--- src/inband_mgmt_pkg.sv ---
/*
  Package for the in-band management status, indicator and pad drive register bank.
  Assumes one system clock and a synchronous active-low reset in every user.
*/
package inband_mgmt_pkg;
  // ****************************************
  // Register offsets (byte addresses)
  // ****************************************
  localparam logic [15:0] PAD_DRIVE_OFS = 16'h010d;
  localparam logic [15:0] FRAME_STATUS_OFS = 16'h0110;
  localparam logic [15:0] IND_SELECT_OFS = 16'h0120;
  localparam logic [15:0] IND_LEVEL_OFS = 16'h0124;
  // ****************************************
  // Field positions and values
  // ****************************************
  localparam int GOOD_BIT = 31;
  localparam int RESP_BIT = 30;
  localparam int EXEC_BIT = 29;
  localparam int MAC_ERR_BIT = 14;
  localparam int FMT_ERR_BIT = 13;
  localparam int CODE_ERR_BIT = 12;
  localparam int CMD_ERR_BIT = 11;
  localparam int SIZE_ERR_BIT = 10;
  localparam int LOC_W = 7;
  localparam int IND_PINS = 10;
  localparam logic [15:0] ACCESS_FORMAT_OK = 16'h9800;
  localparam logic [15:0] ACCESS_CODE_A = 16'h0001;
  localparam logic [15:0] ACCESS_CODE_B = 16'h0002;
  localparam logic [8:0] MAX_FRAME_BYTES = 9'h140;
  // ****************************************
  // Reset values
  // ****************************************
  localparam logic [2:0] HS_DRIVE_RST = 3'h6;
  localparam logic [2:0] LS_DRIVE_RST = 3'h2;
  localparam logic [9:0] IND_RST = 10'h000;
  // ****************************************
  // Frame outcome report from the frame engine
  // ****************************************
  typedef struct packed {
    logic frame_done;       // One-cycle pulse at end of frame check
    logic tag_match;        // Tag field of this frame matches
    logic addr_match;       // Destination equals switch address
    logic [15:0] fmt;       // Access format field
    logic [15:0] code;      // Access code field
    logic cmd_bad;          // Unknown command code seen
    logic [6:0] cmd_loc;    // Where the bad command sat
    logic [8:0] length;     // Frame bytes incl. pad and FCS, saturating
  } frame_report_s;
  // Register access
  typedef struct packed {
    logic wr;
    logic rd;
    logic [15:0] addr;
    logic [31:0] wdata;
  } reg_req_s;
endpackage : inband_mgmt_pkg

--- src/indicator_mux.sv ---
/*
  Per-pin choice between link LED and software output level.
  Assumes select and level come from registers in the same clock domain.
*/
`timescale 1ns/1ps
`default_nettype none
module indicator_mux
  import inband_mgmt_pkg::*;
#(
  parameter int PINS = IND_PINS
) (
  input wire logic core_clk_in,
  input wire logic rst_n_in,
  input wire logic [PINS-1:0] link_led_in,
  input wire logic [PINS-1:0] select_in,
  input wire logic [PINS-1:0] level_in,
  output logic [PINS-1:0] indicator_pin_out
);
  logic [PINS-1:0] pin_r;   // Registered pin levels
  logic [PINS-1:0] pin_nxt; // Next pin levels
  // ****************************************
  // Per-pin selection
  // ****************************************
  genvar i;
  generate
    for (i = 0; i < PINS; i++) begin : g_pin
      // One means software output, zero means LED
      always_comb begin
        pin_nxt[i] = select_in[i] ? level_in[i] : link_led_in[i];
      end
    end
  endgenerate
  // Register so pins never glitch on select change
  always_ff @(posedge core_clk_in) begin
    if (!rst_n_in) begin
      pin_r <= '0;
    end else begin
      pin_r <= pin_nxt;
    end
  end
  assign indicator_pin_out = pin_r;
endmodule : indicator_mux
`default_nettype wire

--- src/inband_mgmt_status_led_gpo.sv ---
/*
  Global I/O control register bank: in-band frame status, indicator pin
  function and level, pad drive codes.
  Assumes a frame engine that reports each checked frame as one pulse with
  its fields, and a register port in the system clock domain.
*/
`timescale 1ns/1ps
`default_nettype none
// Function
// - Good frame sets status bit 31
// - Response sent sets status bit 30
// - All commands executed sets bit 29
// - Tag-matching new frame clears sticky flags except good bit 31
// - Address mismatch bit 14 only when enabled
// - Format not 9800 sets bit 13
// - Access code not 1 or 2 sets bit 12
// - Unknown command sets bit 11
// - Over 320 bytes sets bit 10, no response
// - Bits 6:0 give bad command location
// - Select bit chooses LED or output
// - Output field drives selected pins
// - Drive codes stored, reset 110b and 10b
// - Enabled address match discards mismatching frames
module inband_mgmt_status_led_gpo
  import inband_mgmt_pkg::*;
(
  input wire logic core_clk_in,
  input wire logic rst_n_in,
  input wire reg_req_s reg_req_in,
  output logic [31:0] reg_rdata_out,
  input wire logic inband_addr_match_enable_in,
  input wire frame_report_s report_in,
  input wire logic resp_sent_in,
  input wire logic exec_done_in,
  output logic frame_discard_out,
  output logic resp_suppress_out,
  input wire logic [IND_PINS-1:0] link_led_in,
  output logic [IND_PINS-1:0] indicator_pin_out
);
  // ****************************************
  // Register state
  // ****************************************
  logic [31:0] status_r, status_nxt;   // Frame status word
  logic [6:0] drive_r, drive_nxt;      // Pad drive codes, bit 3 kept
  logic drive7_r, drive7_nxt;          // Reserved writable bit 7
  logic [IND_PINS-1:0] sel_r, sel_nxt; // Pin function select
  logic [IND_PINS-1:0] lvl_r, lvl_nxt; // Pin output level
  logic [31:0] rdata_r, rdata_nxt;     // Registered read data
  logic discard_r, discard_nxt;        // Frame dropped on address
  logic suppress_r, suppress_nxt;      // Response withheld
  logic mac_bad;                       // Address check failed
  logic fmt_bad;                       // Format check failed
  logic code_bad;                      // Code check failed
  logic too_long;                      // Length over limit
  // ****************************************
  // Frame checks
  // ****************************************
  always_comb begin
    mac_bad = inband_addr_match_enable_in && !report_in.addr_match;
    fmt_bad = report_in.fmt != ACCESS_FORMAT_OK;
    code_bad = report_in.code != ACCESS_CODE_A && report_in.code != ACCESS_CODE_B;
    too_long = report_in.length > MAX_FRAME_BYTES;
  end
  // ****************************************
  // Status update; events win over the frame clear
  // ****************************************
  always_comb begin
    status_nxt = status_r;
    discard_nxt = 1'b0;
    suppress_nxt = 1'b0;
    if (report_in.frame_done) begin
      // New tag-matching frame clears the old outcome, except good bit 31, first
      if (report_in.tag_match) begin
        status_nxt[RESP_BIT] = 1'b0;
        status_nxt[EXEC_BIT] = 1'b0;
        status_nxt[MAC_ERR_BIT:SIZE_ERR_BIT] = '0;
        status_nxt[LOC_W-1:0] = '0;
      end
      // Dropped frame: only the address error is recorded
      if (mac_bad) begin
        status_nxt[MAC_ERR_BIT] = 1'b1;
        discard_nxt = 1'b1;
      end else begin
        // Accepted frame: every content check reports on its own
        if (fmt_bad) begin
          status_nxt[FMT_ERR_BIT] = 1'b1;
        end
        if (code_bad) begin
          status_nxt[CODE_ERR_BIT] = 1'b1;
        end
        if (report_in.cmd_bad) begin
          status_nxt[CMD_ERR_BIT] = 1'b1;
          status_nxt[LOC_W-1:0] = report_in.cmd_loc;
        end
        // Oversize frames are never answered
        if (too_long) begin
          status_nxt[SIZE_ERR_BIT] = 1'b1;
          suppress_nxt = 1'b1;
        end
        if (!fmt_bad && !code_bad && !report_in.cmd_bad && !too_long) begin
          status_nxt[GOOD_BIT] = 1'b1;
        end
      end
    end
    // Late engine events set after any clear in the same cycle
    if (resp_sent_in) begin
      status_nxt[RESP_BIT] = 1'b1;
    end
    if (exec_done_in) begin
      status_nxt[EXEC_BIT] = 1'b1;
    end
  end
  // ****************************************
  // Register writes and reads
  // ****************************************
  always_comb begin
    drive_nxt = drive_r;
    drive7_nxt = drive7_r;
    sel_nxt = sel_r;
    lvl_nxt = lvl_r;
    rdata_nxt = rdata_r;
    // Status word has no write path at all
    if (reg_req_in.wr) begin
      if (reg_req_in.addr == PAD_DRIVE_OFS) begin
        drive_nxt = reg_req_in.wdata[6:0];
        drive7_nxt = reg_req_in.wdata[7];
      end else if (reg_req_in.addr == IND_SELECT_OFS) begin
        sel_nxt = reg_req_in.wdata[IND_PINS-1:0];
      end else if (reg_req_in.addr == IND_LEVEL_OFS) begin
        lvl_nxt = reg_req_in.wdata[IND_PINS-1:0];
      end
    end
    if (reg_req_in.rd) begin
      if (reg_req_in.addr == PAD_DRIVE_OFS) begin
        rdata_nxt = {24'h000000, drive7_r, drive_r};
      end else if (reg_req_in.addr == FRAME_STATUS_OFS) begin
        rdata_nxt = status_r;
      end else if (reg_req_in.addr == IND_SELECT_OFS) begin
        rdata_nxt = {22'h000000, sel_r};
      end else if (reg_req_in.addr == IND_LEVEL_OFS) begin
        rdata_nxt = {22'h000000, lvl_r};
      end else begin
        // Unmapped reads return zero
        rdata_nxt = 32'h00000000;
      end
    end
  end
  // Registers only
  always_ff @(posedge core_clk_in) begin
    if (!rst_n_in) begin
      status_r <= 32'h00000000;
      drive_r <= {HS_DRIVE_RST, 1'b0, LS_DRIVE_RST};
      drive7_r <= 1'b0;
      sel_r <= IND_RST;
      lvl_r <= IND_RST;
      rdata_r <= 32'h00000000;
      discard_r <= 1'b0;
      suppress_r <= 1'b0;
    end else begin
      status_r <= status_nxt;
      drive_r <= drive_nxt;
      drive7_r <= drive7_nxt;
      sel_r <= sel_nxt;
      lvl_r <= lvl_nxt;
      rdata_r <= rdata_nxt;
      discard_r <= discard_nxt;
      suppress_r <= suppress_nxt;
    end
  end
  assign reg_rdata_out = rdata_r;
  assign frame_discard_out = discard_r;
  assign resp_suppress_out = suppress_r;
  // ****************************************
  // Indicator pins
  // ****************************************
  indicator_mux #(.PINS(IND_PINS)) u_mux (
    .core_clk_in(core_clk_in),
    .rst_n_in(rst_n_in),
    .link_led_in(link_led_in),
    .select_in(sel_r),
    .level_in(lvl_r),
    .indicator_pin_out(indicator_pin_out)
  );
endmodule : inband_mgmt_status_led_gpo
`default_nettype wire

--- config.mk ---
export PLATFORM = sky130hd
export DESIGN_NAME = inband_mgmt_status_led_gpo
export DESIGN_NICKNAME = d
export VERILOG_FILES = /design/src/inband_mgmt_pkg.sv /design/src/indicator_mux.sv /design/src/inband_mgmt_status_led_gpo.sv
export SDC_FILE = /design/constraint.sdc
export NUM_CORES = 1
export LEC_CHECK = 0
export BUFFER_PORTS_ARGS = -buffer_cell sky130_fd_sc_hd__buf_2
export CELL_PAD_IN_SITES_DETAIL_PLACEMENT = 1
export CELL_PAD_IN_SITES_GLOBAL_PLACEMENT = 2
export CORE_MARGIN = 8
export CORE_UTILIZATION = 28
export CTS_CLUSTER_DIAMETER = 60
export DETAILED_ROUTE_END_ITERATION = 8
export HOLD_SLACK_MARGIN = 0.06
export PLACE_DENSITY = 0.83
export RECOVER_POWER = 25
export SYNTH_ARGS = -nofsm -noshare
export SYNTH_HDL_FRONTEND = slang
export SYNTH_SLANG_ARGS = --single-unit
--- constraint.sdc ---
create_clock -name core_clk_in -period 2.5 [get_ports core_clk_in]
set_input_delay 0.25 -clock core_clk_in [delete_from_list [all_inputs] [get_ports core_clk_in]]
set_output_delay 0.25 -clock core_clk_in [all_outputs]
set_load 0.01 [all_outputs]
### Word-level counts from Yosys, hierarchy flattened

Index checks and enable logic that the tools add are counted.

| cells by class | value |
|---|---|
| eq/ne operators | 7 |
| reductions and logical operators | 24 |
| bitwise operators | 5 |
| multiplexer cells | 30 |
| magnitude comparators | 1 |

Operators with widths:

| cell | number |
|---|---|
| == test 16 x 9 -> 1 bit, second input constant | 4 |
| two-way mux 32 bit | 2 |
| two-way mux 7 bit | 3 |
| two-way mux 10 bit | 2 |
| two-way mux 1 bit | 19 |
| != test 16 x 1 -> 1 bit, second input constant | 1 |
| != test 16 bit, second input constant | 1 |
| != test 16 x 2 -> 1 bit, second input constant | 1 |
| AND reduction 2 bit | 5 |
| nonzero test 2 bit | 5 |
| > comparator 9 bit, second input constant | 1 |
| AND reduction 3 bit | 2 |
| logical AND 1 bit | 5 |
| logical NOT 1 bit | 5 |
| two-way mux 5 bit | 1 |
| NOT 1 bit | 5 |
| two-way mux 2 bit | 2 |
| two-way mux 4 bit | 1 |
| AND reduction 4 bit | 1 |
| OR reduction 3 bit | 1 |

| storage, ports and cells | value |
|---|---|
| register bits | 87 |
| output and inout bits | 44 |
| input bits | 117 |

### Longest topological paths before layout

Gate-level depths: netlist of the first run.

| depth | value |
|---|---|
| word-level depth | 7 |
| mapped depth | 7 |

### Hierarchy

A second synthesis of the first run with hierarchy kept.

| second synthesis, totals | value |
|---|---|
| cell total of the unflattened synthesis | 327 |
| area, all modules | 3219.3 µm² |

Modules (own cells, without submodules):

| module | instances | area an instance (µm²) | cells each | sequential area each (µm²) |
|---|---|---|---|---|
| inband_mgmt_status_led_gpo | 1 | 2856.5 | 297 | 1261.2 |
| indicator_mux | 1 | 362.8 | 30 | 200.2 |

### Worst setup path after synthesis of the first run

Ideal clock, no wire load.

| path | value |
|---|---|
| path kind | input-to-reg |
| start | input port reg_req_in[41] in the netlist's numbering |
| end | register drive_r[1] |
| slack | 907 ps |
| library setup time | 130 ps |
| arrival time | 1463 ps |
| path buffers | 0 |
| stages on the path | 5 |
| path through | nor4b_4 > nand3_4 > nor3_4 > mux2i_1 > nand2_1 |

| between the ends | value |
|---|---|
| cells in the longest elaborated chain, start to end | 2 |

RTL lines:

| element | RTL line | RTL |
|---|---|---|
| start, declared | inband_mgmt_status_led_gpo.sv:29 | `input wire reg_req_s reg_req_in,` |
| == test 16 x 9 -> 1 bit | inband_mgmt_status_led_gpo.sv:124 | `if (reg_req_in.addr == PAD_DRIVE_OFS) begin` |
| AND reduction 2 bit (no source line) | n/a |  |
| end signal, assigned | inband_mgmt_status_led_gpo.sv:152 | `drive_r <= {HS_DRIVE_RST, 1'b0, LS_DRIVE_RST};` |
| end signal, assigned | inband_mgmt_status_led_gpo.sv:161 | `drive_r <= drive_nxt;` |
| end, declared | inband_mgmt_status_led_gpo.sv:44 | `logic [6:0] drive_r, drive_nxt;` |

Every way passes these cells.
A chain may end at the register's enable or synchronous reset.

### Final worst setup path of the first run

| path | value |
|---|---|
| start | input port reg_req_in[32] in the netlist's numbering |
| end | register sel_r[6] |

| between the ends | value |
|---|---|
| cells in the longest elaborated chain, start to end | 3 |
| elaborated cells on any way between the ends | 4 |

RTL lines:

| element | RTL line | RTL |
|---|---|---|
| == test 16 x 9 -> 1 bit | inband_mgmt_status_led_gpo.sv:124 |  |
| NOT 1 bit (no source line) | n/a |  |
| AND reduction 3 bit (no source line) (*) | n/a |  |
| end signal, assigned | inband_mgmt_status_led_gpo.sv:163 | `sel_r <= sel_nxt;` |
| end, declared | inband_mgmt_status_led_gpo.sv:46 | `logic [IND_PINS-1:0] sel_r, sel_nxt;` |

Mark *: on every way between the ends. The rest lies on a longest branch, timed or not.

==> results of run 1 <==
-- sequential cells by signal, summed over array words and instances, names as in the netlist --
name / count
reg_rdata_out: 18
status_r: 15
lvl_r: 10
sel_r: 10
u_mux.indicator_pin_out: 10
drive_r: 7
drive7_r: 1
frame_discard_out: 1
resp_suppress_out: 1
-- metal layers --
layer,GRT usage,vias up
met4,0.0666,2
met2,0.216,114
li1,-,1508
met3,0.0497,15
met5,0,-
met1,0.162,1415
-- synth_stat cells --
library cell,instances
a21boi_0,8
a21boi_1,20
a21o_1,2
a21oi_1,10
a22oi_1,2
a2bb2oi_1,7
a32o_1,1
a32oi_1,1
and2_1,4
and3_1,2
and4_1,3
buf_2,2
buf_4,17
clkbuf_1,11
conb_1,1
dfxtp_1,73
inv_1,3
mux2i_1,33
nand2_1,51
nand2b_1,9
nand3_1,13
nand3_4,1
nand4_1,2
nand4b_1,1
nor2_1,25
nor2b_1,19
nor3_1,9
nor3_4,1
nor3b_2,1
nor4_1,6
nor4_4,1
nor4b_1,2
nor4b_4,3
nor4bb_1,1
o21a_1,9
o21ai_0,4
o21ai_1,3
o31a_1,1
or4_1,2
xor2_1,1
-- worst max path at each step --
stage,cells past startpoint,from,slack (ps),endpoint
floorplan,5,reg_req_in[41],910,drive_r[1]$_SDFFE_PN1P_
global placement,7,reg_req_in[32],560,sel_r[9]$_SDFFE_PN0P_
detailed placement,7,reg_req_in[32],470,sel_r[6]$_SDFFE_PN0P_
CTS,7,reg_req_in[32],810,sel_r[6]$_SDFFE_PN0P_
global route,7,reg_req_in[32],610,sel_r[6]$_SDFFE_PN0P_
finish,7,reg_req_in[32],770,sel_r[6]$_SDFFE_PN0P_
-- stage by stage --
step / cell area, µm² / utilization / setup slack [ps] / power (W) / hold slack [ps]
4_1_cts: 4400 / 0.371 / 807 / 0.00269 / 148
5_1_grt: 4380 / 0.369 / 607 / 0.00277 / 161
3_5_place_dp: 4120 / 0.347 / 472 / 0.00146 / 441
3_3_place_gp: 4120 / 0.347 / 561 / 0.00145 / 435
2_1_floorplan: 3400 / - / 907 / 0.00134 / 375
6_report: 4380 / 0.369 / 773 / 0.00265 / 154
-- power by group through the flow --
stage	combinational, W	sequential (W)	clock [W]
final	0.000230	0.00120	0.00122
after floorplan	0.000117	0.00123	0
after CTS	0.000235	0.00120	0.00126
after detailed placement	0.000235	0.00122	0
after global placement	0.000228	0.00122	0
after global routing	0.000255	0.00120	0.00131
-- worst min-delay path, delay by kind of cell --
| family | cells | cell delay [ps] |
|---|---|---|
| compound gates | 1 | 30 |
| buf+inv | 1 | 80 |
| simple gates | 1 | 90 |
-- kinds of logic (layout without fill, tap and decap cells) --
group,after synthesis,count (layout)
AND/OR/NAND/NOR,156,156
flip-flops,73,73
multiplexers,33,33
buffers and inverters,33,154
XOR/XNOR,1,1
AO/OA/AOI/OAI,68,68
other,1,14
-- cell type report --
cell class              count  share of cell area
clock buffers              13              0.0617
clock inverters             2             0.00286
inverters                   3             0.00257
multi-input cells         272               0.399
flip-flops and latches     73               0.334
well taps                 147              0.0420
repair buffers            136               0.158
==> results.toml, run 1 <==
[critical_path]
crit_path_cell_trace = "buf_2, nor4_1, and4_1, and2_1, buf_4, nand2_1, a21boi_1"
cp.buffers_inverters = 2
worst_path_max_delay_cell = "nor4_1"
worstPathArrival_ps = 1990
critical_path.reg2reg.startpoint = "sel_r[3]$_SDFFE_PN0P_"
crit_path_end_kind = "flop"
path_class = "input port to flop"
r2r_slack_ps = 1400
cp_top_family = "simple AND/OR/NAND/NOR gates"
critPathMaxStageDelay_ps = 550
critPathRequiredTime_ps = 2760
crit_path_max_fanout = 7
startpoint_type = "input port"
reg2reg_depth = 4
timing.rr.end = "reg_rdata_out[3]$_SDFFE_PN0P_"

[clock_network]
clk_latency_ps = 330
tritoncts = "done"
cts_resized = 0
clkTransAtPathRegs_ps = 50
cts_max_level = 3
holdBufCountCts = 0
cts_buffer_depth = 2
post-cts-setup-buffer-count = 0
clock_sinks = 73
cts_buffers = 9
cts_root_buffer = "clkbuf_16"

[timing]
final_hold_viol_count = 0
min_period_ps = 1730
rsz0062_at_grt = "no"
slew-limit-headroom = 0.406
fin_crit_sh = 0.691
skew_ps = 5.09
worst_pin_slew_ps = 891
setup_violations = 0
slew_violations = 0
fmax_mhz = 579
setup_tns_ps = 0

[yosys]
synth_adder_area_share = 0
synth_compound_area_frac = 0.144
synth.area.top_cells = "dfxtp_1 (44%), mux2i_1 (9.9%), nand2_1 (5.7%), a21boi_1 (4.5%), buf_4 (3.8%)"
synth.avg_cell_area_um2 = 9.18
ys_warn_count = 0
yosysUniqueCellTypes = 40
synth_top_family_by_area = "simple AND/OR/NAND/NOR gates"
yosys.area_share.simple = 0.261
synthMuxAreaShare = 0.0986
yosys.area.top_type = "dfxtp_1"
synthDominantCellAreaShare = 0.436
netlist_area_mm2 = 0.00335
yosys_register_bits = 73
synth_xor_area_frac = 0.00261
ys_seq_area_frac = 0.436
netlist_instances = 365

[detailed_routing]
topRoutingLayerUsed = "met5"
finalWirelength_um = 10600
dr.pass1.iters = 4
wl_met3_um = 919
avgViaCountPerCell = 4.73
drc = 0
wl_met2_um = 4790
vias = 3054
wl_per_cell_um = 16.4
drt_iter0_markers = 115
wl_met1_um = 4650
antenna_left = 0

[pwr]
p_seq_frac = 0.452
switchingPower_w = 0.000608
p_leak_nw = 1.84
power_frac_clock = 0.461
p_comb_frac = 0.087
irDropWorstVdd_mv = 0.392
swShare = 0.229
p_int_w = 0.00204
p_per_area_mw_per_mm2 = 605

[die]
die_w_um = 125
io_pins = 161
core_mm2 = 0.0119
die_h_um = 125
start_util = 0.282
die_area_mm2 = 0.0157
num_rows = 40

[cells_and_area]
area_growth_pct = 30.8
final_cell_count_no_fill = 646
nFillCells = 1427
final_common_cell = "buf_2"
nNetsFinal = 612
multi_input_area_mm2 = 0.00175
diodes = 0
regArea_mm2 = 0.00146
final_cell_mix = "buf_2 (113), dfxtp_1 (73), nand2_1 (51)"
drive_above_1_share = 0.293

[grt]
antenna_found_initial = 1
grt.overflow.total = 0
grt_pass1_wl_um = 17200
grt_pass1_vias = 3408
grt.total_usage = 0.137
grt_start_max_net_pins = 41

[worst_hold_path]
hold_path_end = "status_r[29]$_SDFFE_PN0P_"
hold_class = "input port to flop"
hold_depth = 3
hp-start = "exec_done_in"

[run_status]
outcome = "finished clean"

[job]
drv_cap = 0

[placed_design]
dp_cells = 631
io_buffers = 124
place.gp.congestion = 0.804
place_hpwl_um = 8300
Note: power is estimated with default switching activity, not from simulation.
==> inputs of run 2 (changes only) <==
CORE_UTILIZATION = 26   (was 28)
PLACE_DENSITY = 0.77   (was 0.83)
clock period = 1.8 ns   (was 2.5 ns; I/O delays follow)
==> run 2 against run 1 <==
Compared with the run above: total power rose by 35%; largest power group is now sequential cells; largest cell class unchanged; clock power rose by 30%; critical path depth down 1; clock skew shrank 1.9 ps; count of clock-buffer cells in the layout shrank 1; die area is 6.7% higher; utilization decreased by 1.7 points; wire length increased by 5.1%; sequential power increased by 38%; sequential share of layout area down 0.46 points; via count is 0.43% higher; highest routed layer unchanged; flip-flop and latch count stayed put.
==> results.toml, run 2 (synthesized netlist as in run 1, its figures left out) <==
[detailed_routing]
finalWirelength_um = 11100
antenna_left = 0
dr.pass1.iters = 4
drc = 0
wl_per_cell_um = 16.4
drt_iter0_markers = 121
vias = 3067
avgViaCountPerCell = 4.54

[critical_path]
path_class = "input port to flop"
cp_top_family = "simple AND/OR/NAND/NOR gates"
critPathMaxStageDelay_ps = 470
reg2reg_depth = 4
crit_path_max_fanout = 7
startpoint_type = "input port"
r2r_slack_ps = 710
worst_path_max_delay_cell = "nor4_4"
critical_path.reg2reg.startpoint = "sel_r[3]$_SDFFE_PN0P_"
timing.rr.end = "reg_rdata_out[3]$_SDFFE_PN0P_"
worstPathArrival_ps = 1750
critPathRequiredTime_ps = 2070
cp.buffers_inverters = 1
crit_path_end_kind = "flop"
crit_path_cell_trace = "buf_2, nor4_4, nand3_1, a2bb2oi_1, nor3_1, o21a_1"

[cells_and_area]
final_common_cell = "buf_2"
area_growth_pct = 32.6
nFillCells = 1524
utilization = 0.352
diodes = 0
final_cell_mix = "buf_2 (113), dfxtp_1 (73), nand2_1 (51)"
largest_reg_flops = 18
final_cell_count_no_fill = 676
nNetsFinal = 619
drive_above_1_share = 0.296

[timing]
setup_violations = 0
layout_setup_ws_ps = 320
slew_violations = 0
rsz0062_at_grt = "no"
worst_pin_slew_ps = 663
final_hold_viol_count = 0
skew_ps = 3.20
min_period_ps = 1480
hold_slack_ps = 91.2
slew-limit-headroom = 0.558
fmax_mhz = 675
fin_crit_sh = 0.822

[worst_hold_path]
hold_depth = 3
hold_path_end = "status_r[29]$_SDFFE_PN0P_"
hp-start = "exec_done_in"
hold_class = "input port to flop"

[clock_network]
post-cts-setup-buffer-count = 0
tritoncts = "done"
cts_buffer_depth = 2
cts_max_level = 3
holdBufCountCts = 0
clkTransAtPathRegs_ps = 50
clk_latency_ps = 330
cts_root_buffer = "clkbuf_16"
cts_resized = 0
cts_buffers = 9
clock_sinks = 73

[pwr]
p_per_area_mw_per_mm2 = 803
p_leak_nw = 1.86
irDropWorstVdd_mv = 0.382

[die]
die_area_mm2 = 0.0168
num_rows = 41
io_pins = 161
die_h_um = 130
die_w_um = 130
start_util = 0.266
core_mm2 = 0.0126

[grt]
grt.overflow.total = 0
grt_start_max_net_pins = 33
grt_pass1_vias = 3427
antenna_found_initial = 1
grt_pass1_wl_um = 17600
grt.total_usage = 0.134

[job]
drv_cap = 0

[placed_design]
place_hpwl_um = 8820
place.gp.congestion = 0.723
dp_cells = 663
io_buffers = 124
dp_slack_ps = -4.95

[run_status]
outcome = "finished clean"
-- run 2: cell types whose count changed in the layout (fill, tap and decap cells not counted) --
cell | previous run | this run
buf_12 | 0 | 1
buf_4 | 11 | 16
clkbuf_1 | 12 | 14
clkbuf_8 | 3 | 1
clkinvlp_4 | 1 | 0
-- run 2: worst max-delay path by stage --
stage,cells after the start,to,slack (ps),startpoint
after CTS,6,reg_rdata_out[3]$_SDFFE_PN0P_,310,reg_req_in[45]
after floorplan,5,drive_r[1]$_SDFFE_PN1P_,280,reg_req_in[41]
after detailed placement,6,reg_rdata_out[5]$_SDFFE_PN0P_,-5,reg_req_in[45]
final,6,reg_rdata_out[3]$_SDFFE_PN0P_,320,reg_req_in[45]
after global placement,6,reg_rdata_out[3]$_SDFFE_PN0P_,30,reg_req_in[45]
after global routing,4,reg_rdata_out[9]$_SDFFE_PN0P_,160,rst_n_in
-- run 2: through the flow --
step	power [W]	setup TNS (ps)	area, µm²
final	0.00357	0	4440
after global routing	0.00374	0	4440
after CTS	0.00363	0	4460
after detailed placement	0.00203	-4.95	4210
after global placement	0.00202	0	4210
after floorplan	0.00187	0	3400
-- run 2: metal layers --
metal  wire length [µm]  track usage
met1               4680        0.150
met2               5380        0.228
met3                911       0.0534
met4                121       0.0464
met5                 10            0
-- run 2: power by group --
group	internal [W]	total, W	switching, W
logic	0.000152	0.000322	0.000170
registers	0.00165	0.00166	0.0000140
clock network	0.000945	0.00158	0.000636
total	0.00275	0.00357	0.000821
-- run 2: worst reg2reg max path, stage by stage, from the launching register on --
cell and delay (ps):
dfxtp_1 340, a21oi_1 150, a2bb2oi_1 240, nor3_1 80, o21a_1 170
-- run 2: final cells by class --
type                    count  area, µm²  share of cell area
repair buffers            143        756               0.170
flip-flops and latches     73       1460               0.329
well taps                 172        215              0.0484
clock inverters             1       5.00             0.00113
clock buffers              12        246              0.0555
inverters                   3       11.3             0.00253
multi-input cells         272       1750               0.393
==> inputs of run 3 (changes only) <==
CORE_UTILIZATION = 23   (was 26)
PLACE_DENSITY = 0.72   (was 0.77)
clock period = 1.25 ns   (was 1.8 ns; I/O delays follow)
==> run 3 against run 2 <==
Compared with the run above: the run now ends with negative setup slack left; via count up 4.7%; register-to-register slack got worse by 570 ps; total power up 57%; global-route usage fell by 0.91 points; count of clock-buffer cells in the layout stayed put; die area rose by 11%; utilization rose by 0.094 points; final area increased by 14%; non-clock buffer count grew 38; cell count increased by 7.8%; flip-flop and latch count is the same; critical path type unchanged.
==> results.toml, run 3 (synthesized netlist as in run 1, its figures left out) <==
[run_status]
outcome = "finished with violations"
violations = "negative setup slack"

[die]
core_mm2 = 0.0144
start_util = 0.233
die_w_um = 137
die_area_mm2 = 0.0187
num_rows = 44
die_h_um = 137
io_pins = 161

[cells_and_area]
nNetsFinal = 657
final_cell_mix = "buf_2 (112), dfxtp_1 (73), nand2_1 (51)"
regArea_mm2 = 0.00146
final_cell_count_no_fill = 729
finalInstanceArea_mm2 = 0.00507
nFillCells = 1691
largest_reg_flops = 18
multi_input_area_mm2 = 0.00186
final_common_cell = "buf_2"
diodes = 0
drive_above_1_share = 0.341
area_growth_pct = 51.4

[detailed_routing]
antenna_left = 0
drt_iter0_markers = 140
dr.pass1.iters = 4
wl_per_cell_um = 15.8
vias = 3210
finalWirelength_um = 11500
avgViaCountPerCell = 4.40
drc = 0

[timing]
fmax_mhz = 772
slew_violations = 0
setup_violations = 8
fin_crit_sh = 1.04
final_hold_viol_count = 0
layout_setup_ws_ps = -45.0
rsz0062_at_grt = "yes"
min_period_ps = 1300
skew_ps = 7.78

[placed_design]
placed_area_mm2 = 0.00440
dp_cells = 687
place.gp.congestion = 0.770
place_hpwl_um = 8850
io_buffers = 124
dp_slack_ps = -395

[critical_path]
critPathMaxStageDelay_ps = 360
crit_path_end_kind = "flop"
path_class = "input port to flop"
crit_path_max_fanout = 8
crit_path_cell_trace = "buf_6, nor4_4, buf_4, nand3_4, nor3_4, buf_12, mux2i_4, nor2b_1"
startpoint_type = "input port"
worstPathArrival_ps = 1520
cp.buffers_inverters = 3
cp_top_family = "simple AND/OR/NAND/NOR gates"
worst_path_max_delay_cell = "nor4_4"
critPathRequiredTime_ps = 1470

[clock_network]
clock_sinks = 73
cts_root_buffer = "clkbuf_16"
cts_buffers = 9
clk_latency_ps = 340
cts_max_level = 3
cts_buffer_depth = 2
tritoncts = "done"
clkTransAtPathRegs_ps = 60

[grt]
antenna_found_initial = 0
grt_start_max_net_pins = 35
grt_pass1_vias = 3581
grt.overflow.total = 0
grt.total_usage = 0.125
grt_pass1_wl_um = 18100

[pwr]
swShare = 0.232
irDropWorstVdd_mv = 0.663
p_comb_frac = 0.103
switchingPower_w = 0.00130
power_frac_clock = 0.468
p_per_area_mw_per_mm2 = 1100
p_seq_frac = 0.429
p_int_w = 0.00429
p_leak_nw = 2.12

[job]
drv_cap = 0

[worst_hold_path]
hold_class = "input port to flop"
-- run 3: cell types whose count changed in the layout (fill, tap and decap cells not counted), sizes merged --
| cell | before | now |
|---|---|---|
| dlygate4sd3 | 0 | 23 |
| buf | 130 | 149 |
| clkbuf | 25 | 21 |
| clkinv | 1 | 3 |
| bufinv | 0 | 1 |
-- run 3: per-layer routing --
metal | share of wire | vias to the layer above | global-route usage | wire length [µm]
li1 | - | 1599 | - | -
met1 | 0.44 | 1504 | 0.145 | 5070
met2 | 0.47 | 100 | 0.207 | 5430
met3 | 0.074 | 7 | 0.0466 | 851
met4 | 0.013 | 0 | 0.0458 | 153
met5 | 0 | - | 0 | 0
-- run 3: worst register-to-register path, stage by stage (launching register included) --
cell and delay, ps:
dfxtp_1 340, a21oi_1 140, a2bb2oi_1 280, nor3_1 80, o21a_1 170
-- run 3: through the flow --
| step | power (W) | hold WS, ps | utilization | TNS, ps |
|---|---|---|---|---|
| global route | 0.00585 | 67.0 | 0.353 | -1830 |
| CTS | 0.00568 | 60.1 | 0.344 | -53.8 |
| floorplan | 0.00269 | 250 | - | -5040 |
| global placement | 0.00295 | 356 | 0.306 | -12470 |
| finish | 0.00559 | 75.5 | 0.353 | -135 |
| detailed placement | 0.00296 | 366 | 0.306 | -13970 |
-- run 3: path summary, 6_finish.rpt --
check | start | endpoint | slack, ps | cells past startpoint
worst max-delay path | reg_req_in[46] | drive_r[2]$_SDFFE_PN0P_ | -50 | 8
worst min-delay path | link_led_in[6] | u_mux.indicator_pin_out[6]$_SDFF_PN0_ | 80 | 3
worst max register to register | sel_r[4]$_SDFFE_PN0P_ | reg_rdata_out[4]$_SDFFE_PN0P_ | 140 | 4
worst min register to register | status_r[11]$_SDFFE_PN0P_ | status_r[11]$_SDFFE_PN0P_ | 450 | 2
-- run 3: repair_timing --
action,4_1_cts,5_1_grt
pin swaps,0,13
endpoints found under the hold margin,26,0
gates cloned,0,0
resized for setup,2,25
setup endpoints to repair,8,29
setup buffers,0,4
hold buffers,23,0
-- run 3: power groups by stage --
| stage | Sequential, W | Combinational [W] | Clock, W |
|---|---|---|---|
| 3_5_place_dp | 0.00245 | 0.000514 | 0 |
| 3_3_place_gp | 0.00245 | 0.000504 | 0 |
| 4_1_cts | 0.00240 | 0.000576 | 0.00271 |
| 2_1_floorplan | 0.00245 | 0.000238 | 0 |
| 5_1_grt | 0.00240 | 0.000634 | 0.00282 |
| 6_report | 0.00240 | 0.000578 | 0.00261 |
-- run 3: area by class of cell --
class                           count  share of cell area
Clock inverter                      4              0.0104
Multi-Input combinational cell    272               0.367
Sequential cell                    73               0.288
Inverter                            3             0.00222
Clock buffer                       12              0.0486
Timing Repair Buffer              181               0.239
Tap cell                          184              0.0454
